### src/inc/axs_pkg.sv
// Constants, register map and carrier types of the auxiliary one-shot master.
// Assumes a 20 MHz aclk and an AXI4-Lite master reaching the registers.
package axs_pkg;
	// ****************************************
	// Register indices, byte address is 4 x index
	// ****************************************
	localparam logic [7:0] IDX_TARGET = 8'h31;
	localparam logic [7:0] IDX_REG_ADDR = 8'h32;
	localparam logic [7:0] IDX_WR_DATA = 8'h33;
	localparam logic [7:0] IDX_CTRL = 8'h34;
	localparam logic [7:0] IDX_RD_DATA = 8'h35;
	localparam logic [7:0] IDX_STATUS = 8'h36;
	localparam logic [7:0] IDX_PIN_CFG = 8'h37;
	localparam logic [7:0] IDX_MST_CTRL = 8'h38;
	localparam logic [7:0] IDX_DLY_SEL = 8'h39;
	localparam logic [7:0] IDX_SMPL_DIV = 8'h3a;
	localparam logic [7:0] RST_BYTE = 8'h00;
	localparam int DIR_BIT = 7;
	localparam logic [1:0] RESP_OKAY = 2'h0;
	localparam logic [1:0] RESP_SLVERR = 2'h2;
	// Pin sync order: host sda, host scl, aux sda, aux scl, framesync
	localparam logic [4:0] PIN_IDLE = 5'h1e;
	// ****************************************
	// Timing
	// ****************************************
	localparam int unsigned CLK_PERIOD_NS = 50;
	localparam int unsigned SCL_PERIOD_NS = 2500;
	localparam int unsigned QTR_CYC = SCL_PERIOD_NS / (4 * CLK_PERIOD_NS);
	localparam int unsigned PULSE_US = 50;
	localparam int unsigned PULSE_CYC = PULSE_US * 1000 / CLK_PERIOD_NS;
	localparam int unsigned SAMPLE_US = 1000;
	localparam int unsigned SAMPLE_CYC_DEF = SAMPLE_US * 1000 / CLK_PERIOD_NS;
	// ****************************************
	// Types
	// ****************************************
	typedef struct packed {
		logic go;
		logic irq_en;
		logic skip_reg;
		logic [4:0] skip_count;
	} axs_ctrl_t;
	typedef struct packed {
		logic pol_low;
		logic open_drain;
		logic latch;
		logic anyrd_clear;
		logic fsync_low;
		logic fsync_en;
		logic bypass_en;
		logic rsvd;
	} axs_pincfg_t;
	typedef enum logic [2:0] {S_IDLE, S_START, S_BIT, S_RSTART, S_STOP} axs_state_t;
	typedef enum logic [1:0] {ST_ADDR, ST_REG, ST_ADDR2, ST_DATA} axs_step_t;

	function automatic logic [7:0] axs_baddr(input logic [7:0] idx);
		return {idx[5:0], 2'b00};
	endfunction : axs_baddr
endpackage : axs_pkg

### src/rtl/axs_oneshot_master.sv
// One-shot auxiliary I2C master channel with status flags and interrupt pin.
// Assumes an AXI4-Lite master on aclk and open-drain pins resolved outside.
`timescale 1ns/1ps
// Function
// - Address register top bit selects read, low seven bits the target.
// - Eight-bit start register address inside the target.
// - Go bit runs one transfer at sample rate using read or write byte.
// - Go bit clears itself once the transfer completes.
// - Completion interrupts only while control bit 6 is set.
// - Control bit 5 skips sending the register address.
// - Received byte readable in a read-only register.
// - Reading master status clears all its flags.
// - Status bit 7 set on enabled framesync rise, raising interrupt.
// - Status bit 6 on completion, interrupts with both enables set.
// - Status bit 5 on lost arbitration, interrupts with master enable.
// - Status bits 4..0 on channel NACKs, interrupts with master enable.
// - Config bit 7 makes interrupt pin active low.
// - Config bit 6 makes interrupt pin open drain.
// - Config bit 5 latches interrupt, else 50us pulse.
// - Config bit 4 clears status on any register read.
// - Config bit 3 makes framesync active low.
// - Config bit 2 enables framesync interrupt.
// - Config bit 1 bypasses aux pins when master disabled, else float.
module axs_oneshot_master #(
	parameter int unsigned SAMPLE_CYC = axs_pkg::SAMPLE_CYC_DEF
) (
	input wire logic aclk,
	input wire logic aresetn,
	input wire logic [7:0] awaddr,
	input wire logic awvalid,
	output logic awready,
	input wire logic [31:0] wdata,
	input wire logic [3:0] wstrb,
	input wire logic wvalid,
	output logic wready,
	output logic [1:0] bresp,
	output logic bvalid,
	input wire logic bready,
	input wire logic [7:0] araddr,
	input wire logic arvalid,
	output logic arready,
	output logic [31:0] rdata,
	output logic [1:0] rresp,
	output logic rvalid,
	input wire logic rready,
	input wire logic framesync_pin,
	input wire logic aux_bus_clock_pin_i,
	output logic aux_bus_clock_pin_o,
	output logic aux_bus_clock_pin_oe,
	input wire logic aux_bus_data_pin_i,
	output logic aux_bus_data_pin_o,
	output logic aux_bus_data_pin_oe,
	input wire logic host_clock_pin,
	input wire logic host_data_pin,
	input wire logic [3:0] chan_nack,
	output logic [3:0] chan_sample_en,
	output logic irq_o,
	output logic irq_oe
);
	import axs_pkg::*;

	logic [7:0] target_r, start_reg_r, wr_byte_r, rd_byte_r, status_r;
	logic [7:0] smpl_div_r;
	logic [4:0] dly_sel_r;
	axs_ctrl_t ctrl_r;
	axs_pincfg_t cfg_r;
	logic mst_en_r, mst_irq_en_r;

	// ****************************************
	// AXI4-Lite slave
	// ****************************************
	logic aw_held_r, w_held_r, w_strb_r, bvalid_r, rvalid_r;
	logic [7:0] aw_addr_r, w_data_r;
	logic [1:0] bresp_r, rresp_r;
	logic [31:0] rdata_r;
	logic wr_do, rd_fire, clr_status;

	function automatic logic is_mapped(input logic [7:0] a);
		return a[1:0] == 2'b00 && a[7:2] >= IDX_TARGET[5:0] && a[7:2] <= IDX_SMPL_DIV[5:0];
	endfunction : is_mapped

	function automatic logic wr_hit(input logic [7:0] idx);
		return wr_do && w_strb_r && aw_addr_r == axs_baddr(idx);
	endfunction : wr_hit

	assign awready = !aw_held_r && !bvalid_r;
	assign wready = !w_held_r && !bvalid_r;
	assign wr_do = aw_held_r && w_held_r;
	assign bvalid = bvalid_r;
	assign bresp = bresp_r;
	assign arready = !rvalid_r;
	assign rd_fire = arvalid && !rvalid_r;
	assign rvalid = rvalid_r;
	assign rdata = rdata_r;
	assign rresp = rresp_r;

	always_ff @(posedge aclk) begin
		if (!aresetn) begin
			aw_held_r <= 1'b0;
			w_held_r <= 1'b0;
			aw_addr_r <= RST_BYTE;
			w_data_r <= RST_BYTE;
			w_strb_r <= 1'b0;
			bvalid_r <= 1'b0;
			bresp_r <= RESP_OKAY;
		end else begin
			if (awvalid && awready) begin
				aw_held_r <= 1'b1;
				aw_addr_r <= awaddr;
			end
			if (wvalid && wready) begin
				w_held_r <= 1'b1;
				w_data_r <= wdata[7:0];
				w_strb_r <= wstrb[0];
			end
			if (wr_do) begin
				aw_held_r <= 1'b0;
				w_held_r <= 1'b0;
				bvalid_r <= 1'b1;
				bresp_r <= is_mapped(aw_addr_r) ? RESP_OKAY : RESP_SLVERR;
			end else if (bvalid_r && bready) begin
				bvalid_r <= 1'b0;
			end
		end
	end

	function automatic logic [7:0] rd_mux(input logic [7:0] a);
		case ({2'b00, a[7:2]})
			IDX_TARGET: return target_r;
			IDX_REG_ADDR: return start_reg_r;
			IDX_WR_DATA: return wr_byte_r;
			IDX_CTRL: return ctrl_r;
			IDX_RD_DATA: return rd_byte_r;
			IDX_STATUS: return status_r;
			IDX_PIN_CFG: return cfg_r;
			IDX_MST_CTRL: return {6'h00, mst_irq_en_r, mst_en_r};
			IDX_DLY_SEL: return {3'h0, dly_sel_r};
			IDX_SMPL_DIV: return smpl_div_r;
			default: return RST_BYTE;
		endcase
	endfunction : rd_mux

	always_ff @(posedge aclk) begin
		if (!aresetn) begin
			rvalid_r <= 1'b0;
			rdata_r <= 32'h0000_0000;
			rresp_r <= RESP_OKAY;
		end else if (rd_fire) begin
			rvalid_r <= 1'b1;
			rdata_r <= {24'h00_0000, is_mapped(araddr) ? rd_mux(araddr) : RST_BYTE};
			rresp_r <= is_mapped(araddr) ? RESP_OKAY : RESP_SLVERR;
		end else if (rvalid_r && rready) begin
			rvalid_r <= 1'b0;
		end
	end

	assign clr_status = rd_fire && (araddr == axs_baddr(IDX_STATUS) || cfg_r.anyrd_clear);

	// ****************************************
	// Software registers
	// ****************************************
	logic done_ev_r, nack_ev_r, arb_ev_r;

	always_ff @(posedge aclk) begin
		if (!aresetn) begin
			target_r <= RST_BYTE;
			start_reg_r <= RST_BYTE;
			wr_byte_r <= RST_BYTE;
			cfg_r <= RST_BYTE;
			mst_en_r <= 1'b0;
			mst_irq_en_r <= 1'b0;
			dly_sel_r <= 5'h00;
			smpl_div_r <= RST_BYTE;
		end else begin
			if (wr_hit(IDX_TARGET)) target_r <= w_data_r;
			if (wr_hit(IDX_REG_ADDR)) start_reg_r <= w_data_r;
			if (wr_hit(IDX_WR_DATA)) wr_byte_r <= w_data_r;
			if (wr_hit(IDX_PIN_CFG)) cfg_r <= {w_data_r[7:1], 1'b0};
			if (wr_hit(IDX_MST_CTRL)) begin
				mst_en_r <= w_data_r[0];
				mst_irq_en_r <= w_data_r[1];
			end
			if (wr_hit(IDX_DLY_SEL)) dly_sel_r <= w_data_r[4:0];
			if (wr_hit(IDX_SMPL_DIV)) smpl_div_r <= w_data_r;
		end
	end

	// Software write of a new go beats the self-clear of the old transfer
	always_ff @(posedge aclk) begin
		if (!aresetn) begin
			ctrl_r <= RST_BYTE;
		end else if (wr_hit(IDX_CTRL)) begin
			ctrl_r <= w_data_r;
		end else if (done_ev_r || arb_ev_r) begin
			ctrl_r.go <= 1'b0;
		end
	end

	// ****************************************
	// Pin synchronisers
	// ****************************************
	logic [4:0] pin_s1_r, pin_s2_r, pin_s3_r, pin_lvl_r;
	logic fs_act_r, fs_rise;

	always_ff @(posedge aclk) begin
		if (!aresetn) begin
			pin_s1_r <= PIN_IDLE;
			pin_s2_r <= PIN_IDLE;
			pin_s3_r <= PIN_IDLE;
			pin_lvl_r <= PIN_IDLE;
		end else begin
			pin_s1_r <= {host_data_pin, host_clock_pin, aux_bus_data_pin_i,
				aux_bus_clock_pin_i, framesync_pin};
			pin_s2_r <= pin_s1_r;
			pin_s3_r <= pin_s2_r;
			pin_lvl_r <= (pin_s2_r & ~(pin_s2_r ^ pin_s3_r)) | (pin_lvl_r & (pin_s2_r ^ pin_s3_r));
		end
	end

	always_ff @(posedge aclk) begin
		if (!aresetn) fs_act_r <= 1'b0;
		else fs_act_r <= pin_lvl_r[0] ^ cfg_r.fsync_low;
	end
	// Changing polarity may itself look like one edge
	assign fs_rise = (pin_lvl_r[0] ^ cfg_r.fsync_low) && !fs_act_r;

	// ****************************************
	// Sample rate and delay divider
	// ****************************************
	logic [31:0] base_cnt_r;
	logic [7:0] div_cnt_r;
	logic [4:0] dly_cnt_r;
	logic [7:0] qcnt_r;
	logic sample_tick, dly_hit, os_slot, qtick;

	assign sample_tick = base_cnt_r == 32'(SAMPLE_CYC - 1) && div_cnt_r == smpl_div_r;
	assign dly_hit = dly_cnt_r == ctrl_r.skip_count;
	assign os_slot = sample_tick && (!dly_sel_r[4] || dly_hit);
	assign qtick = qcnt_r == 8'(QTR_CYC - 1);

	always_ff @(posedge aclk) begin
		if (!aresetn) begin
			base_cnt_r <= 32'h0000_0000;
			div_cnt_r <= 8'h00;
			dly_cnt_r <= 5'h00;
			qcnt_r <= 8'h00;
			chan_sample_en <= 4'h0;
		end else begin
			qcnt_r <= qtick ? 8'h00 : qcnt_r + 8'h01;
			base_cnt_r <= base_cnt_r == 32'(SAMPLE_CYC - 1) ? 32'h0 : base_cnt_r + 32'h1;
			if (base_cnt_r == 32'(SAMPLE_CYC - 1)) begin
				div_cnt_r <= div_cnt_r == smpl_div_r ? 8'h00 : div_cnt_r + 8'h01;
			end
			if (sample_tick) begin
				dly_cnt_r <= dly_hit ? 5'h00 : dly_cnt_r + 5'h01;
			end
			chan_sample_en <= {4{sample_tick}} & (~dly_sel_r[3:0] | {4{dly_hit}});
		end
	end

	// ****************************************
	// One-shot bus engine
	// ****************************************
	axs_state_t state_r;
	axs_step_t step_r;
	logic [1:0] ph_r;
	logic [3:0] bit_r;
	logic [7:0] sh_r;
	logic scl_rel_r, sda_rel_r, ack_r, is_read, rx_byte, busy, start_xfer;

	assign is_read = target_r[DIR_BIT];
	assign rx_byte = is_read && step_r == ST_DATA;
	assign busy = state_r != S_IDLE;
	// start at sample rate
	// Go still reads set for one cycle after an end, so no restart then
	assign start_xfer = !busy && mst_en_r && ctrl_r.go && os_slot && !done_ev_r && !arb_ev_r;

	function automatic logic [7:0] tx_byte(input axs_step_t s);
		case (s)
			ST_ADDR: return {target_r[6:0], is_read && ctrl_r.skip_reg};
			ST_REG: return start_reg_r;
			ST_ADDR2: return {target_r[6:0], 1'b1};
			default: return wr_byte_r;
		endcase
	endfunction : tx_byte

	always_ff @(posedge aclk) begin
		done_ev_r <= 1'b0;
		nack_ev_r <= 1'b0;
		arb_ev_r <= 1'b0;
		if (!aresetn) begin
			state_r <= S_IDLE;
			step_r <= ST_ADDR;
			ph_r <= 2'd0;
			bit_r <= 4'd0;
			sh_r <= RST_BYTE;
			scl_rel_r <= 1'b1;
			sda_rel_r <= 1'b1;
			ack_r <= 1'b0;
			rd_byte_r <= RST_BYTE;
		end else if (start_xfer) begin
			state_r <= S_START;
			step_r <= ST_ADDR;
			ph_r <= 2'd0;
		end else if (busy && qtick) begin
			ph_r <= ph_r + 2'd1;
			case (state_r)
				S_START: begin
					if (ph_r == 2'd1) sda_rel_r <= 1'b0;
					if (ph_r == 2'd2) scl_rel_r <= 1'b0;
					if (ph_r == 2'd3) begin
						state_r <= S_BIT;
						bit_r <= 4'd0;
						sh_r <= tx_byte(ST_ADDR);
					end
				end
				S_BIT: begin
					if (ph_r == 2'd0) sda_rel_r <= bit_r[3] || rx_byte || sh_r[7];
					if (ph_r == 2'd1) scl_rel_r <= 1'b1;
					// Target may stretch the clock
					if (ph_r == 2'd2 && !pin_lvl_r[1]) ph_r <= ph_r;
					if (ph_r == 2'd2 && pin_lvl_r[1]) begin
						if (bit_r[3]) ack_r <= pin_lvl_r[2];
						else if (rx_byte) sh_r <= {sh_r[6:0], pin_lvl_r[2]};
						else if (sh_r[7] && !pin_lvl_r[2]) begin
							state_r <= S_IDLE;
							sda_rel_r <= 1'b1;
							arb_ev_r <= 1'b1;
						end else sh_r <= {sh_r[6:0], 1'b0};
					end
					if (ph_r == 2'd3) begin
						scl_rel_r <= 1'b0;
						bit_r <= bit_r + 4'd1;
						if (bit_r[3]) begin
							bit_r <= 4'd0;
							if (rx_byte) begin
								rd_byte_r <= sh_r;
								state_r <= S_STOP;
							end else if (ack_r) begin
								nack_ev_r <= 1'b1;
								state_r <= S_STOP;
							end else if (step_r == ST_DATA) begin
								state_r <= S_STOP;
							end else if (step_r == ST_REG && is_read) begin
								state_r <= S_RSTART;
							end else begin
								step_r <= (step_r == ST_ADDR && !ctrl_r.skip_reg) ? ST_REG : ST_DATA;
								sh_r <= tx_byte((step_r == ST_ADDR && !ctrl_r.skip_reg) ?
									ST_REG : ST_DATA);
							end
						end
					end
				end
				S_RSTART: begin
					if (ph_r == 2'd0) sda_rel_r <= 1'b1;
					if (ph_r == 2'd1) scl_rel_r <= 1'b1;
					if (ph_r == 2'd2) sda_rel_r <= 1'b0;
					if (ph_r == 2'd3) begin
						scl_rel_r <= 1'b0;
						state_r <= S_BIT;
						step_r <= ST_ADDR2;
						sh_r <= tx_byte(ST_ADDR2);
					end
				end
				S_STOP: begin
					if (ph_r == 2'd0) sda_rel_r <= 1'b0;
					if (ph_r == 2'd1) scl_rel_r <= 1'b1;
					if (ph_r == 2'd2) sda_rel_r <= 1'b1;
					if (ph_r == 2'd3) begin
						state_r <= S_IDLE;
						done_ev_r <= 1'b1;
					end
				end
				default: state_r <= S_IDLE;
			endcase
		end
	end

	// bypass or float when master off
	always_ff @(posedge aclk) begin
		if (!aresetn) begin
			aux_bus_clock_pin_oe <= 1'b0;
			aux_bus_data_pin_oe <= 1'b0;
		end else if (mst_en_r) begin
			aux_bus_clock_pin_oe <= !scl_rel_r;
			aux_bus_data_pin_oe <= !sda_rel_r;
		end else begin
			aux_bus_clock_pin_oe <= cfg_r.bypass_en && !pin_lvl_r[3];
			aux_bus_data_pin_oe <= cfg_r.bypass_en && !pin_lvl_r[4];
		end
	end
	assign aux_bus_clock_pin_o = 1'b0;
	assign aux_bus_data_pin_o = 1'b0;

	// ****************************************
	// Status flags and interrupt pin
	// ****************************************
	logic [7:0] set_vec, gset;
	logic [15:0] pulse_cnt_r;
	logic pend, irq_act;

	assign set_vec = {fs_rise && cfg_r.fsync_en, done_ev_r, arb_ev_r, nack_ev_r, chan_nack};
	assign gset = set_vec & {1'b1, ctrl_r.irq_en && mst_irq_en_r, {6{mst_irq_en_r}}};
	assign pend = |(status_r & {1'b1, ctrl_r.irq_en && mst_irq_en_r, {6{mst_irq_en_r}}});

	// Set beats a clear in the same cycle
	always_ff @(posedge aclk) begin
		if (!aresetn) status_r <= RST_BYTE;
		else status_r <= (clr_status ? RST_BYTE : status_r) | set_vec;
	end

	always_ff @(posedge aclk) begin
		if (!aresetn) pulse_cnt_r <= 16'h0000;
		else if (|gset) pulse_cnt_r <= 16'(PULSE_CYC);
		else if (pulse_cnt_r != 16'h0000) pulse_cnt_r <= pulse_cnt_r - 16'h0001;
	end
	assign irq_act = cfg_r.latch ? pend : pulse_cnt_r != 16'h0000;

	always_ff @(posedge aclk) begin
		if (!aresetn) begin
			irq_o <= 1'b0;
			irq_oe <= 1'b1;
		end else begin
			irq_o <= !cfg_r.open_drain && (irq_act ^ cfg_r.pol_low);
			irq_oe <= !cfg_r.open_drain || !(irq_act ^ cfg_r.pol_low);
		end
	end

	// ****************************************
	// Assertions
	// ****************************************
	go_clear_a: assert property (@(posedge aclk) disable iff (!aresetn)
		done_ev_r && !wr_hit(IDX_CTRL) |=> !ctrl_r.go) else $error("go not cleared");
	done_flag_a: assert property (@(posedge aclk) disable iff (!aresetn)
		done_ev_r |=> status_r[6]) else $error("done flag missing");
	status_clear_a: assert property (@(posedge aclk) disable iff (!aresetn)
		clr_status && set_vec == 8'h00 |=> status_r == 8'h00) else $error("status kept");
	push_pull_a: assert property (@(posedge aclk) disable iff (!aresetn)
		!cfg_r.open_drain && $stable(cfg_r) |=> irq_oe && irq_o == $past(irq_act ^ cfg_r.pol_low))
		else $error("irq level wrong");
	open_drain_a: assert property (@(posedge aclk) disable iff (!aresetn)
		cfg_r.open_drain && $stable(cfg_r) |=> !irq_o && irq_oe == !$past(irq_act ^ cfg_r.pol_low))
		else $error("open drain wrong");
	pulse_end_a: assert property (@(posedge aclk) disable iff (!aresetn)
		pulse_cnt_r == 16'h0001 && gset == 8'h00 |=> pulse_cnt_r == 16'h0000)
		else $error("pulse too long");
	pulse_load_a: assert property (@(posedge aclk) disable iff (!aresetn)
		|gset |=> pulse_cnt_r == 16'(PULSE_CYC)) else $error("pulse not loaded");
	bus_float_a: assert property (@(posedge aclk) disable iff (!aresetn)
		!mst_en_r && !cfg_r.bypass_en ##1 !mst_en_r |-> !aux_bus_clock_pin_oe && !aux_bus_data_pin_oe)
		else $error("pins not floating");
	fsync_gate_a: assert property (@(posedge aclk) disable iff (!aresetn)
		$rose(status_r[7]) |-> $past(cfg_r.fsync_en)) else $error("fsync flag ungated");
	skip_reg_a: assert property (@(posedge aclk) disable iff (!aresetn)
		ctrl_r.skip_reg && state_r == S_BIT && $stable(ctrl_r) |-> step_r != ST_REG)
		else $error("register sent");
	start_slot_a: assert property (@(posedge aclk) disable iff (!aresetn)
		$rose(busy) |-> $past(os_slot && ctrl_r.go && mst_en_r)) else $error("start off slot");
endmodule : axs_oneshot_master

### config.mk
export PLATFORM = sky130hd
export DESIGN_NAME = axs_oneshot_master
export DESIGN_NICKNAME = d
export VERILOG_FILES = /design/src/inc/axs_pkg.sv /design/src/rtl/axs_oneshot_master.sv
export SDC_FILE = /design/constraint.sdc
export NUM_CORES = 1
export LEC_CHECK = 0
export BUFFER_PORTS_ARGS = -buffer_cell sky130_fd_sc_hd__clkbuf_2
export CAP_MARGIN = 15
export CORE_ASPECT_RATIO = 1.4
export CORE_UTILIZATION = 63
export CTS_CLUSTER_DIAMETER = 100
export DETAILED_ROUTE_END_ITERATION = 6
export PLACE_DENSITY = 0.95
export SYNTH_ARGS = -nofsm -noshare
export SYNTH_HDL_FRONTEND = slang
export SYNTH_SLANG_ARGS = --single-unit
### constraint.sdc
create_clock -name aclk -period 6.6 [get_ports aclk]
set_clock_uncertainty 0.15 [all_clocks]
set_input_delay 1.32 -clock aclk [delete_from_list [all_inputs] [get_ports aclk]]
set_output_delay 1.32 -clock aclk [all_outputs]
set_load 0.02 [all_outputs]
Yosys cells after proc, flatten, opt, wreduce, memory -nomap -nowiden
Index checks and enable logic that the tools add are counted.
{"block": "word_totals", "register_bits": 226, "output_inout_bits": 51, "wordCells": 327}
{"block": "op_classes", "n_addsub": 7, "n_lt_le_gt_ge": 4, "eq_ne": 51, "muxes": 80, "n_bitwise": 21, "reduce_logical": 106}
{"op": "$mux 8", "count": 15}
{"op": "$pmux 8 s10", "count": 1}
{"op": "$eq 8x8->1 const B", "count": 9}
{"op": "$eq 6x6->1 const B", "count": 10}
{"op": "$pmux 8 s3", "count": 2}
{"op": "$logic_and 1x1->1", "count": 43}
{"op": "$mux 3", "count": 12}
{"op": "$add 32x1->32 const B", "count": 1}
{"op": "$eq 32x15->1 const B", "count": 1}
{"op": "$mux 1", "count": 27}
{"op": "$mux 2", "count": 12}
{"op": "$ne 2x2->1 const B", "count": 12}
{"op": "$mux 10", "count": 2}
{"op": "$logic_not 1->1", "count": 18}
{"op": "$add 8x1->8 const B", "count": 2}
{"op": "$and 8x8->8", "count": 2}
{"op": "$reduce_bool 16->1", "count": 1}
{"op": "$reduce_or 8->1", "count": 2}
{"op": "$sub 16x1->16 const B", "count": 1}
{"op": "$reduce_and 5->1", "count": 3}
{"op": "$reduce_bool 2->1", "count": 7}
{"op": "$reduce_or 7->1", "count": 2}
{"op": "$ge 6x6->1 const B", "count": 2}
{"op": "$le 6x6->1 const B", "count": 2}
{"op": "other kinds (43)", "count": 80}

Logic depth before layout (Yosys ltp)
Gate-level depths: netlist of run 1.
{"block": "depth", "depth_word": 15, "depth_mapped": 10, "depth_no_buf": 7}

Worst setup path after synthesis of run 1
OpenSTA, ideal clock, no wires.
{"block": "synth_path", "path_type": "input -> register", "start": "input port araddr[2]", "end": "register rdata_r[6] (netlist: rdata[6])", "setup_ns": 0.091, "arrival_time_ns": 2.674, "t_required_ns": 6.359, "path_slack_ns": 3.685, "cell_stages": 7, "path_buffers": 2, "cell_sequence": "clkbuf_1 -> nor2b_1 -> nor2b_1 -> clkbuf_1 -> a22o_1 -> a221oi_1 -> a311oi_1"}
{"block": "synth_via", "elab_chain_len": 4, "word_cells_on_any_way": 16}
{"element": "from (decl)", "line_no": "axs_oneshot_master.sv:39", "rtl": "input wire logic [7:0] araddr,"}
{"element": "$ge 6x6->1", "line_no": "axs_oneshot_master.sv:79", "rtl": "return a[1:0] == 2'b00 && a[7:2] >= IDX_TARGET[5:0] && a[7:2] <= IDX_SMPL_DIV[5:0];"}
{"element": "$logic_and 1x1->1 (2 in a row)", "line_no": "axs_oneshot_master.sv:79"}
{"element": "$mux 8 *", "line_no": "axs_oneshot_master.sv:150", "rtl": "rdata_r <= {24'h00_0000, is_mapped(araddr) ? rd_mux(araddr) : RST_BYTE};"}
{"element": "to (signal assigned)", "line_no": "axs_oneshot_master.sv:150"}
{"element": "to (decl)", "line_no": "axs_oneshot_master.sv:75", "rtl": "logic [31:0] rdata_r;"}
Mark *: on every way between the ends. The rest lies on a longest branch, timed or not.
A chain may end at the register's enable or synchronous reset.

Final worst setup path of run 1
Same ends and word-level chain as after synthesis.

==> results of run 1 <==
state kept, by name, summed over array words and instances, names as in the netlist, 7 cells and up, named ones only:
signal       cells
ctrl_r           8
rdata            8
start_reg_r      8
wr_byte_r        8
qcnt_r           8
rd_byte_r        8
pulse_cnt_r     16
aw_addr_r        8
status_r         8
div_cnt_r        8
target_r         8
base_cnt_r      32
sh_r             8
w_data_r         8
cfg_r            7
smpl_div_r       8
metrics by stage:
stage	cells	util	instance area, um^2	power, mW
4_1_cts	1433	0.715	11300	3.16
3_3_place_gp	1394	0.668	10500	1.89
6_report	1433	0.715	11300	3.16
2_1_floorplan	1216	-	10400	1.82
3_5_place_dp	1394	0.668	10500	1.91
5_1_grt	1433	0.715	11300	3.27
path summary, 6_finish.rpt:
check | end | slack, ps | cells past startpoint
setup / recovery | rdata[6] | 3380 | 6
hold reg to reg | pin_s2_r[4] | 250 | 1
setup reg to reg | base_cnt_r[24] | 3600 | 5
hold / removal | pin_s2_r[4] | 250 | 1
power by group through the flow:
stage / Combinational, mW / Clock (mW) / Sequential, mW
finish: 0.401 / 1.27 / 1.49
global route: 0.449 / 1.33 / 1.49
CTS: 0.400 / 1.28 / 1.48
detailed placement: 0.396 / 0 / 1.51
global placement: 0.383 / 0 / 1.51
floorplan: 0.330 / 0 / 1.49
cells in the final DEF (no fill, tap or decap), types with 6 or more instances in the layout:
master / n
dfxtp_1: 224
nor2_1: 165
nand2_1: 99
a21oi_1: 86
mux2i_1: 68
clkbuf_2: 63
o21ai_0: 37
nand3_1: 36
xor2_1: 35
nor3_1: 32
xnor2_1: 31
conb_1: 28
nand2b_1: 27
a31oi_1: 24
nor4_1: 23
and2_1: 23
clkbuf_16: 23
inv_1: 20
nand4_1: 14
and3_1: 14
or3_1: 10
nor2b_1: 10
a221oi_1: 10
ha_1: 10
mux2_2: 8
and4_1: 7
a22o_1: 7
clkbuf_8: 7
or4_1: 6
a222oi_1: 6
cell families after synthesis:
| kind of cell | Yosys count | share of synthesized area |
|---|---|---|
| AOI/OAI and AO/OA | 209 | 0.126 |
| xor gates and xnor gates | 66 | 0.0564 |
| adders and majority gates | 10 | 0.0122 |
| buffers and inverters | 106 | 0.0495 |
| DFF | 224 | 0.437 |
| muxes | 76 | 0.0752 |
| other | 1 | 0.000366 |
| and+or+nand+nor | 497 | 0.243 |
area by class of cell:
class	instances	area (um^2)
clock buffers	32	679
clock inverters	7	65.1
fillers	1116	4480
inverters	21	80.1
multi-input cells	886	5360
flip-flops and latches	224	4480
well taps	196	245
repair buffers	67	345
routing by layer:
layer,part of all wire,track usage
met5,0,0
met1,0.36,0.360
met3,0.090,0.0691
met4,0.073,0.243
met2,0.48,0.528
==> summary.md, run 1 <==
| Metric | Value |
|---|---|
| PwrDens | 280 nW/um^2 |
| Worst slew pin tran | 1040 ps |
| CP Cell Sequence | clkbuf_2 > nor2b_1 > nor2b_1 > a22o_1 > a221oi_1 > a311oi_1 |
| Postcts setup bufs | 0 |
| Yosys warning total | 0 |
| Clock share of power | 0.403 |
| Slowest-stage cell, CP | nor2b_1 |
| Crit. End Element | register |
| Die area | 16800 um^2 |
| Max FO, Critical Path | 9 |
| DRC | 0 |
| Sw power | 0.834 mW |
| Kind of critical path | input pin to register |
| Number of synthesized register bits | 224 |
| Sequential area share after synthesis | 0.437 |
| WL final | 26600 um |
| Core ar. | 15700 um^2 |
| Slack of the critical path | 3380 ps |
| Combinational share of power | 0.127 |
| CTS tree | done |
| Die Span X | 110 um |
| Launch point of the worst path | araddr[2] |
| Worst relative slew slack | 0.302 |
| Biggest area consumer among synthesized cells | dfxtp_1 |
| Worst hold slack | 255 ps |
| Worst Path Arrival | 3480 ps |
| I/O pins | 119 |
| Power Internal | 2.32 mW |
| Synth top area cells | dfxtp_1 (44%), mux2i_1 (6.6%), nor2_1 (6.0%), a21oi_1 (4.2%), nand2_1 (3.6%) |
| Worst Setup Start Kind | input pin |
| Syn_area_per_cell | 8.62 um^2 |
| Leakage Power | 4.24 nW |
| Share of layout cells above drive strength 1 | 0.106 |
| Total grt overflow | 0 |
| Tightest Hold Check Type | register to register |
| Worst r2r src | base_cnt_r[22] |
| Post_cts resized | 0 |
| Post-DP HPWL | 17800 um |
| VDD IR-drop max | 0.241 mV |
| Setup TNS | 0 ps |
| Worst path top cell family by delay | simple AND/OR/NAND/NOR gates |
| Async set or reset register ratio after synthesis | 0 |
| Max-slew violation count | 0 |
| Most frequent cell after synthesis | dfxtp_1 |
| Initial antenna violation count | 0 |
| CTS Buf Count | 22 |
| CP dominant cell by count | nor2b_1 |
| Pre-antenna DRT Iters | 6 |
| # setup viols final | 0 |
| Wirelength per Cell | 18.6 um |
| Post-synth EDFFs | 0 |
| Initial Util | 0.651 |
| Total global-route track usage | 0.323 |
| Vias | 9092 |
| Root Buffer | clkbuf_16 |
| Post-route minimum period | 3220 ps |
| Final Cycle Share | 0.488 |
| Worst-Skew Late Latency | 510 ps |
| Pre-CTS setup slack | 3010 ps |
| Cts-stage hold buffer count | 0 |
| Main synth FF type | dfxtp_1 |
| Switching part of the total power | 0.264 |
| Sequential group share of total power | 0.470 |
| Worst EP required | 6860 ps |
| CTS sink cnt | 224 |
| Worst-path clk slew | 60 ps |
| Max Cap Violations | 0 |
| Status | finished, final reports clean |
| Cell count after synthesis | 1189 |
| Rows | 54 |
| Vias in the first global route | 8918 |
| DRT iter0 DRCs | 1083 |
| Crit path buf inv count | 1 |
| Number of vias per cell | 6.34 |
| ANT nets after route | 0 |
| Number of diodes | 0 |
| Longest Clk Path Bufs | 3 |
| Final net count | 1300 |
| Gpl congestion | 0.929 |
| Port Buffers | 63 |
| Synth top area share | 0.437 |
| Cell Area, Synth | 10300 um^2 |
| Post-synth cell types | 68 |
| Hold_sp | pin_s1_r[4] |
| Synth cell count leaders | dfxtp_1 (224), nor2_1 (165), nand2_1 (99), a21oi_1 (86), mux2i_1 (68) |
| Largest net degree at the start of global routing | 83 |
| Area growth from synthesis to layout | 9.83% |
| H-tree depth | 1 |
| RSZ-0062 raised after global routing | false |
| Die Ht | 153 um |
| Crit path largest cell delay | 780 ps |
| Wire length of the first global-routing pass | 43000 um |
| Fmax achieved | 310 MHz |
| Hold Fails Final Rpt | 0 |
Power figures use the tool's default switching activity.
==> run 2, diff against run 1 <==
--- a/config.mk
+++ b/config.mk
@@ -8,10 +8,10 @@
 export BUFFER_PORTS_ARGS = -buffer_cell sky130_fd_sc_hd__clkbuf_2
 export CAP_MARGIN = 15
 export CORE_ASPECT_RATIO = 1.4
-export CORE_UTILIZATION = 63
+export CORE_UTILIZATION = 53
 export CTS_CLUSTER_DIAMETER = 100
 export DETAILED_ROUTE_END_ITERATION = 6
-export PLACE_DENSITY = 0.95
+export PLACE_DENSITY = 0.87
 export SYNTH_ARGS = -nofsm -noshare
 export SYNTH_HDL_FRONTEND = slang
 export SYNTH_SLANG_ARGS = --single-unit
==> constraint.sdc (replaced) <==
create_clock -name aclk -period 2.6 [get_ports aclk]
set_clock_uncertainty 0.15 [all_clocks]
set_input_delay 0.52 -clock aclk [delete_from_list [all_inputs] [get_ports aclk]]
set_output_delay 0.52 -clock aclk [all_outputs]
set_load 0.02 [all_outputs]
==> summary.md, run 2 (synthesized netlist as in run 1, its figures left out) <==
| Metric | Value |
|---|---|
| Status | finished, final reports clean (unchanged) |
| Worst Path Arrival | 2670 ps (was 3480 ps) |
| Longest Clk Path Bufs | 3 (unchanged) |
| Final Non-Filler Cells | 1520 (was 1433) |
| WL final | 27400 um (was 26600 um) |
| CTS Buf Count | 23 (was 22) |
| Initial antenna violation count | 0 (unchanged) |
| Worst Setup Start Kind | register (was input pin) |
| Gpl congestion | 0.930 (was 0.929) |
| Wirelength per Cell | 18.0 um (was 18.6 um) |
| Max FO, Critical Path | 8 (was 9) |
| Post-DP HPWL | 18700 um (was 17800 um) |
| Crit. End Element | register (unchanged) |
| Share of layout cells above drive strength 1 | 0.132 (was 0.106) |
| ANT nets after route | 0 (unchanged) |
| Vias in the first global route | 8910 (was 8918) |
| Core ar. | 18800 um^2 (was 15700 um^2) |
| Wire length of the first global-routing pass | 44100 um (was 43000 um) |
| Root Buffer | clkbuf_16 (unchanged) |
| Max FFs per register | 32 (unchanged) |
| H-tree depth | 1 (unchanged) |
| Most common cell after layout, fill and taps aside | dfxtp_1 (unchanged) |
| Post-route minimum period | 2390 ps |
| Total grt overflow | 0 (unchanged) |
| Leakage Power | 4.44 nW (was 4.24 nW) |
| Vias | 9132 (was 9092) |
| DRT iter0 DRCs | 835 (was 1083) |
| Max Cap Violations | 0 (unchanged) |
| Number of diodes | 0 (unchanged) |
| Total global-route track usage | 0.273 (was 0.323) |
| RSZ-0062 raised after global routing | false (unchanged) |
| Number of vias per cell | 6.01 (was 6.34) |
| Pre-antenna DRT Iters | 6 (unchanged) |
| VDD IR-drop max | 0.533 mV (was 0.241 mV) |
| CTS tree | done (unchanged) |
| Initial Util | 0.547 (was 0.651) |
| Worst-path clk slew | 60 ps (about the same) |
| Worst relative slew slack | 0.386 (was 0.302) |
| Cts-stage hold buffer count | 0 (unchanged) |
| Slowest-stage cell, CP | or4_1 (was nor2b_1) |
| I/O pins | 119 (unchanged) |
| Hold Fails Final Rpt | 0 (unchanged) |
| Area growth from synthesis to layout | 13.5% (was 9.83%) |
| Worst slew pin tran | 921 ps (was 1040 ps) |
| Final Cycle Share | 0.920 |
| # setup viols final | 0 (unchanged) |
| Kind of critical path | register to register (was input pin to register) |
| Most flops, register | base_cnt_r (unchanged) |
| Largest net degree at the start of global routing | 79 (was 83) |
| Port Buffers | 63 (unchanged) |
| Tightest Hold Check Type | input pin to register (was register to register) |
| Postcts setup bufs | 0 (unchanged) |
| Final net count | 1338 (was 1300) |
| DRC | 0 (unchanged) |
| Placed Cells | 1479 (was 1394) |
| PwrDens | 703 nW/um^2 (was 280 nW/um^2) |
| Fmax achieved | 418 MHz |
| Commonest non-fill, non-tap cells in the layout | dfxtp_1 (224), nor2_1 (165), nand2_1 (99) (unchanged) |
| Max-slew violation count | 0 (unchanged) |
| Die Ht | 167 um (was 153 um) |
| CP Cell Sequence | ha_1 > nor4b_4 > nand4_2 > or3_4 > or4_1 > a21oi_1 (was clkbuf_2 > nor2b_1 > nor2b_1 > a22o_1 > a221oi_1 > a311oi_1) |
| CTS sink cnt | 224 (unchanged) |
| Setup TNS | 0 ps (unchanged) |
| Die area | 19900 um^2 (was 16800 um^2) |
| Die Span X | 120 um (was 110 um) |
| Post_cts resized | 0 (unchanged) |
| Worst-Skew Late Latency | 510 ps (about the same) |
| Crit path largest cell delay | 470 ps (was 780 ps) |
| Rows | 59 (was 54) |
| Largest registers | base_cnt_r x32, pulse_cnt_r x16 (unchanged) |
| Worst EP required | 2880 ps (was 6860 ps) |
-- run 2: cell count changes in the layout (fill, tap and decap cells not counted), sizes merged --
cell / change
clkinv: +2
clkbuf: -1
buf: +37
clkinvlp: -2
inv: +2
bufinv: +1
-- run 2: area by class of cell --
class | count | area, um^2
clock buffers | 31 | 646
clock inverters | 10 | 108
fillers | 1514 | 7110
inverters | 21 | 80.1
multi-input cells | 886 | 5370
flip-flops and latches | 224 | 4480
well taps | 244 | 305
repair buffers | 104 | 648
-- run 2: through the flow --
stage                     utilization  instance area, um^2  hold slack [ps]  worst slack (ps)  power, mW
after floorplan                     -                10400              236               286       4.63
after global placement          0.580                10900              238               243       4.90
after detailed placement        0.580                10900              243               171       4.94
after CTS                       0.621                11600             25.3               150       8.21
after global routing            0.621                11600             46.5              56.9       8.54
final                           0.621                11600             32.8               209       8.18
-- run 2: worst max-delay path, delay by kind of cell (launching register included) --
family	cells	cell delay (ps)
AO/OA/AOI/OAI	1	160
adder cells (fa/ha/maj)	1	270
flip-flops	1	380
AND/OR/NAND/NOR	4	1350
-- run 2: routing by layer --
layer  track usage  vias up  part of all wire
met4         0.155        0             0.056
met1         0.310     4299              0.37
met2         0.477      426              0.49
met5             0        -                 0
met3        0.0476      127             0.077
li1              -     4280                 -
-- run 2: final timing paths --
check / from / endpoint / slack (ps) / cells after the start
min reg2reg: pin_s1_r[2] / pin_s2_r[2] / 250 / 1
max reg2reg: qcnt_r[0] / bit_r[2] / 210 / 6
min: host_clock_pin / pin_s1_r[3] / 30 / 2
max: qcnt_r[0] / bit_r[2] / 210 / 6
-- run 2: report_power, final --
part | leakage (nW) | switching [mW] | internal [mW] | total, mW
Clock | 0.378 | 1.34 | 1.94 | 3.29
Sequential | 1.82 | 0.173 | 3.59 | 3.76
Combinational | 2.25 | 0.649 | 0.481 | 1.13
Total | 4.44 | 2.17 | 6.02 | 8.18
